==> src/rtl/lcd_map.vh <==
// Purpose: Constants for the segment LCD scan block
// Assumes: Byte-wide memory-mapped register port, 28-byte display memory
// Notes:   Offsets are byte addresses on the CPU data space
`ifndef LCD_MAP_VH
`define LCD_MAP_VH
`define LCD_MODE_ADDR      16'hff90
`define LCD_MODE_RESET     8'h00
`define LCD_MODE_EN_BIT    7
`define LCD_MODE_SEL_HI    6
`define LCD_MODE_SEL_LO    4
`define LCD_MODE_WMASK     8'hf0
`define LCD_DMEM_FIRST     16'hfa64
`define LCD_DMEM_LAST      16'hfa7f
`define LCD_DMEM_BYTES     28
`define LCD_NUM_SEG        28
`define LCD_NUM_COM        4
`define LCD_NUM_PIX        112
`define LCD_DIV_BASE_LOG2  17
`define LCD_DIV_WIDTH      17
`endif

==> src/rtl/lcd_clk_div.v <==
// Purpose: Frame step enable divider for the LCD scanner
// Assumes: Single clock, shift code 0..3 selects 2^17 down to 2^14
// Notes:   One-cycle pulse; counter keeps running so a code change takes effect at once
`timescale 1ns/1ps
`default_nettype none
module lcd_clk_div #(
  parameter BASE_LOG2 = 17,
  parameter WIDTH     = 17
) (
  input  wire       clk,     // System clock
  input  wire       rstn,    // Async reset, active low
  input  wire [1:0] divSel,  // 0 slowest .. 3 fastest
  output reg        stepEn   // One-cycle frame step pulse
);
  reg  [WIDTH-1:0] count;
  wire [WIDTH-1:0] lastCount;

  // Terminal count is 2^(WIDTH-sel)-1
  assign lastCount = {WIDTH{1'b1}} >> divSel;

  // Free-running counter wraps at the selected terminal count
  always @(posedge clk or negedge rstn) begin
    if (!rstn) begin
      count  <= {WIDTH{1'b0}};
      stepEn <= 1'b0;
    end else if (count >= lastCount) begin
      count  <= {WIDTH{1'b0}};
      stepEn <= 1'b1;
    end else begin
      count  <= count + {{(WIDTH-1){1'b0}}, 1'b1};
      stepEn <= 1'b0;
    end
  end
endmodule
`default_nettype wire

==> src/rtl/lcd_scan.v <==
// Purpose: Segment LCD scanner with display memory and mode register
// Assumes: Byte CPU port on clk; bit access done by CPU as read-modify-write of the byte
// Notes:   Outputs are logic select levels plus a polarity flag; analog bias lies outside
`timescale 1ns/1ps
`default_nettype none
`include "lcd_map.vh"
module lcd_scan #(
  parameter NUM_SEG = `LCD_NUM_SEG,
  parameter NUM_COM = `LCD_NUM_COM
) (
  input  wire               clk,         // System clock 50 MHz
  input  wire               rstn,        // Async reset, active low
  input  wire [15:0]        cpuAddr,     // CPU byte address
  input  wire [7:0]         cpuWdata,    // CPU write data
  input  wire               cpuWr,       // Write strobe, one cycle
  input  wire               cpuRd,       // Read strobe, one cycle
  output reg  [7:0]         cpuRdata,    // Read data, valid cycle after cpuRd
  input  wire               portByteSel, // Segments 0..7 as port pins when high
  input  wire [NUM_SEG-9:0] portBitSel,  // Segments 8..27 as port pins, one per bit
  output reg  [NUM_COM-1:0] comSelect,   // One-hot active common slot
  output reg                drivePhase,  // Polarity of this frame
  output reg  [NUM_SEG-1:0] segSelect,   // Segment select level per pin
  output reg  [NUM_SEG-1:0] segEnable    // Segment driven by LCD (low: port)
);
  reg  [7:0] lcdModeControl;
  reg  [3:0] dispMem [0:NUM_SEG-1];
  reg  [1:0] comSlot;
  wire       stepEn;
  wire       displayEnable;
  wire [1:0] divSel;
  wire       hitMode;
  wire       hitMem;
  wire [15:0] memOffset;
  wire [4:0] memIdx;
  wire [NUM_SEG-1:0] portMask;
  reg  [NUM_SEG-1:0] next_segSelect;
  integer i;
  integer j;

  assign displayEnable = lcdModeControl[`LCD_MODE_EN_BIT];
  // Top code bit is reserved; only low two bits reach the divider
  assign divSel  = lcdModeControl[`LCD_MODE_SEL_HI-1:`LCD_MODE_SEL_LO];
  assign hitMode = (cpuAddr == `LCD_MODE_ADDR);
  assign hitMem  = (cpuAddr >= `LCD_DMEM_FIRST) && (cpuAddr <= `LCD_DMEM_LAST);
  // Highest address maps to segment 0
  assign memOffset = `LCD_DMEM_LAST - cpuAddr;
  // Only 28 bytes exist, so five offset bits are enough once hitMem holds
  assign memIdx    = memOffset[4:0];
  assign portMask  = {portBitSel, {8{portByteSel}}};

  lcd_clk_div #(
    .BASE_LOG2 (`LCD_DIV_BASE_LOG2),
    .WIDTH     (`LCD_DIV_WIDTH)
  ) u_div (
    .clk    (clk),
    .rstn   (rstn),
    .divSel (divSel),
    .stepEn (stepEn)
  );

  // Mode register; a bit write arrives as a byte read-modify-write
  always @(posedge clk or negedge rstn) begin
    if (!rstn) begin
      lcdModeControl <= `LCD_MODE_RESET;
    end else if (cpuWr && hitMode) begin
      lcdModeControl <= cpuWdata & `LCD_MODE_WMASK;
    end
  end

  // Display memory holds low nibble only; cleared at reset
  always @(posedge clk or negedge rstn) begin
    if (!rstn) begin
      for (i = 0; i < NUM_SEG; i = i + 1) begin
        dispMem[i] <= 4'h0;
      end
    end else if (cpuWr && hitMem) begin
      dispMem[memIdx] <= cpuWdata[3:0];
    end
  end

  // Read mux; unmapped addresses read zero
  always @(posedge clk or negedge rstn) begin
    if (!rstn) begin
      cpuRdata <= 8'h00;
    end else if (cpuRd) begin
      if (hitMode) begin
        cpuRdata <= lcdModeControl;
      end else if (hitMem) begin
        cpuRdata <= {4'h0, dispMem[memIdx]};
      end else begin
        cpuRdata <= 8'h00;
      end
    end
  end

  // Common slot walk and frame polarity toggle at slot 3 wrap
  always @(posedge clk or negedge rstn) begin
    if (!rstn) begin
      comSlot    <= 2'h0;
      drivePhase <= 1'b0;
    end else if (stepEn) begin
      comSlot <= comSlot + 2'h1;
      if (comSlot == 2'h3) begin
        drivePhase <= ~drivePhase;
      end
    end
  end

  // Select bit per segment from memory, forced off when disabled
  always @* begin
    next_segSelect = {NUM_SEG{1'b0}};
    for (j = 0; j < NUM_SEG; j = j + 1) begin
      next_segSelect[j] = displayEnable & dispMem[j][comSlot];
    end
  end

  // Registered pin outputs; commons keep scanning even when display is off
  always @(posedge clk or negedge rstn) begin
    if (!rstn) begin
      comSelect <= {NUM_COM{1'b0}};
      segSelect <= {NUM_SEG{1'b0}};
      segEnable <= {NUM_SEG{1'b0}};
    end else begin
      comSelect <= 4'h1 << comSlot;
      segSelect <= next_segSelect;
      segEnable <= ~portMask;
    end
  end
endmodule
`default_nettype wire

==> config.mk <==
export PLATFORM = sky130hd
export DESIGN_NAME = lcd_scan
export DESIGN_NICKNAME = d
export VERILOG_FILES = /design/src/rtl/lcd_clk_div.v /design/src/rtl/lcd_scan.v
export VERILOG_INCLUDE_DIRS = /design/src /design/src/rtl
export SDC_FILE = /design/constraint.sdc
export NUM_CORES = 1
export LEC_CHECK = 0
export BUFFER_PORTS_ARGS = -buffer_cell sky130_fd_sc_hd__buf_2
export CELL_PAD_IN_SITES_DETAIL_PLACEMENT = 0
export CELL_PAD_IN_SITES_GLOBAL_PLACEMENT = 1
export CORE_MARGIN = 1
export CORE_UTILIZATION = 46
export CTS_BUF_LIST = sky130_fd_sc_hd__clkbuf_8
export DETAILED_ROUTE_END_ITERATION = 16
export PLACE_DENSITY_LB_ADDON = 0.1
export SLEW_MARGIN = 20
export SYNTH_ARGS = -nofsm -noshare
export SYNTH_HDL_FRONTEND = slang
export SYNTH_SLANG_ARGS = --single-unit
==> constraint.sdc <==
create_clock -name clk -period 2.2 [get_ports clk]
set_input_delay 0.22 -clock clk [delete_from_list [all_inputs] [get_ports clk]]
set_output_delay 0.22 -clock clk [all_outputs]
set_load 0.01 [all_outputs]
==> impl_metrics.yaml <==
placed_design:
  dp_slack_ns: -0.139
  place_inst: 1035
  hpwlAfterDp_mm: 15.8
  place_area_mm2: 0.0108
  place_congestion: 0.837
  port_buffers: 117
hold_path:
  hold_start: "cpuRd"
  hp-class: "in -> reg"
  min_path_cells: 2
  holdPathEnd: "cpuRdata[2]"
critical_path:
  crit_type: "in -> reg"
  crit_start: "cpuAddr[8]"
  cp-start-kind: "input pin"
  r2r_cells: 5
  r2r-end: "u_div.count[16]"
  cp_max_fo: 13
  arrival_ns: 2.22
  end_kind: "flip-flop"
  r2r_slack_ns: 0.36
  r2r_start: "u_div.count[0]"
  critPathRequiredTime_ns: 2.56
synth:
  synth_ff_type: "dfrtp_1"
  avgSynthCellArea_um2: 14.6
  synth_cells: 667
  synth_area_mm2: 0.00974
  ys_types: 52
  synth_nets: 724
  seq_area_frac_synth_pct: 50.9
  ys_ff_latch: 198
  synth_edf_count: 0
  async_flop_share_pct: 100
  ys_warn_count: 0
power_and_ir_drop:
  p_per_area_mw_per_mm2: 577
  leakagePower_nw: 5.45
  ir_drop_mv: 0.350
drt:
  met1_length_mm: 10.9
  routed-wl-met2_mm: 11.5
  routedWlPerCell_um: 21.6
  wl_met3_um: 780
  drc: 0
  routed.top_layer: "met4"
  drt_iter0_drc: 296
  wl_mm: 23.6
  ant_nets: 0
  avgViaCountPerCell: 5.67
  dr.pass1.iters: 4
  vias: 6195
clock_tree:
  root_buffer: "clkbuf_8"
  cts_made_buffers: 17
  cts.path.max_buffers: 2
  h-tree-depth: 4
  clock_sinks: 198
  cts_tree: "built"
  clk_pin_slew_ns: 0.09
  clkLatencyLatePin_ns: 0.48
cells_and_area:
  syn_to_final_growth_pct: 17.4
  final_cell_mix: "dfrtp_1, buf_2, mux2_2, mux4_2, mux2_1"
  final_cell_area_mm2: 0.0114
  drive_gt1_share_pct: 43.1
  multiInputGateArea_mm2: 0.00439
  n_antenna_cell: 0
  final_cells: 1093
  layout_commonest_cell: "dfrtp_1"
  seq_area_mm2: 0.00496
  nets: 867
  nFillCells: 1691
grt:
  grt_overflow: 0
  grt_pass1_vias: 6576
  grt_max_degree: 65
  track_usage_pct: 23.2
  grt_pass1_wl_mm: 38.1
  antenna_found_initial: 0
run_status:
  status: "finished, final reports clean"
floorplan:
  initial_utilization_pct: 47.5
  chipHeight_um: 148
  core-area_mm2: 0.0205
  rows: 52
  die_w_um: 148
  io_pins: 118
  dieArea_mm2: 0.0218
timing:
  layout_min_cycle_time_ns: 1.86
  rsz0062_at_grt: "false"
  skew_ns: 0.0145
  setup_violations: 0
  finalWorstSetupSlack_ns: 0.339
  fin_tns_setup_ns: 0
  final_max_slew_viol_count: 0
  fmax_ghz: 0.537
  hold_viol_final: 0
  fin_crit_sh_pct: 84.6
  maxSlewHeadroom_pct: 44.6
  worst_pin_slew_ns: 0.831
  whs_ns: 0.121
job:
  cap_viol_max_count: 0
[area by class of cell]
class | count | share of cell area, %
Sequential cell | 198 | 43.3
Multi-Input combinational cell | 380 | 38.4
Timing Repair Buffer | 180 | 10.7
Tap cell | 270 | 2.95
Clock buffer | 17 | 2.05
Clock inverter | 15 | 1.52
Inverter | 33 | 1.08
[worst max-delay path by stage]
stage	to	slack, ns	depth (start not counted)
3_5_place_dp	dispMem[53]	-0.14	6
5_1_grt	u_div.count[16]	0.17	5
2_1_floorplan	dispMem[68]	0.008	7
4_1_cts	u_div.count[16]	0.36	5
6_report	dispMem[82]	0.34	6
3_3_place_gp	dispMem[54]	-0.11	6
[critical path, stage by stage]
cell    delay, ns
buf_2        0.11
or3b_1       0.40
or4_4        0.52
buf_12       0.21
nor4_4       0.38
mux2_1       0.37
[layer usage]
layer / vias up / GRT usage [%]
li1: 2753 / -
met5: - / 0
met1: 3260 / 32.5
met4: 0 / 7.84
met3: 35 / 3.49
met2: 147 / 37.2
[power breakdown]
part,leakage (nW),switching (mW),internal [mW]
clock,0.213,1.32,1.13
combinational,2.54,0.310,0.172
sequential,2.70,0.00602,3.66
total,5.45,1.63,4.96
[state kept, by name, summed over array words and instances (netlist names)]
name / flops
dispMem: 112
segSelect: 28
segEnable: 21
u_div.count: 17
cpuRdata: 8
comSelect: 4
lcdModeControl: 4
comSlot: 2
drivePhase: 1
u_div.stepEn: 1
[cell families after synthesis]
| kind of cell | count (synthesis) | synth area share (%) |
|---|---|---|
| AOI/OAI and AO/OA | 45 | 3.30 |
| xor gates and xnor gates | 15 | 1.35 |
| adders and majority gates | 8 | 1.03 |
| buffers and inverters | 89 | 4.14 |
| DFF | 198 | 50.9 |
| muxes | 175 | 26.4 |
| and+or+nand+nor | 137 | 12.9 |
[synth_stat cells, types with 6 or more instances]
cell        n  area share, %
dfrtp_1   198             51
inv_1      32            1.2
xnor2_1     7           0.63
nor2_1      8           0.31
mux2_1     40            4.6
nand2_1    11           0.42
buf_4       8           0.62
nand3_1    11           0.57
buf_1      10           0.39
xor2_1      8           0.72
buf_2       6           0.31
o21ai_0     7           0.36
clkbuf_1   29            1.1
mux4_2     54             12
mux2_2     76            8.8
nor4_4     28            6.1
and2_1     30            1.9
ha_1        8            1.0
a211oi_1   15            1.2
nand4_1    11           0.71
[repair_timing]
action / CTS / global route
endpoints found under the setup margin: 0 / 0
hold buffers: 26 / 0
hold endpoints to repair: 83 / 0
gates resized for setup: 0 / 0
setup buffers: 0 / 0
[stage by stage]
step	power, mW	util [%]
3_5_place_dp	4.19	52.5
5_1_grt	6.87	55.8
2_1_floorplan	3.94	-
3_3_place_gp	4.18	52.5
4_1_cts	6.67	55.8
6_report	6.59	55.8
No activity file was read; power rests on OpenSTA's default activity.
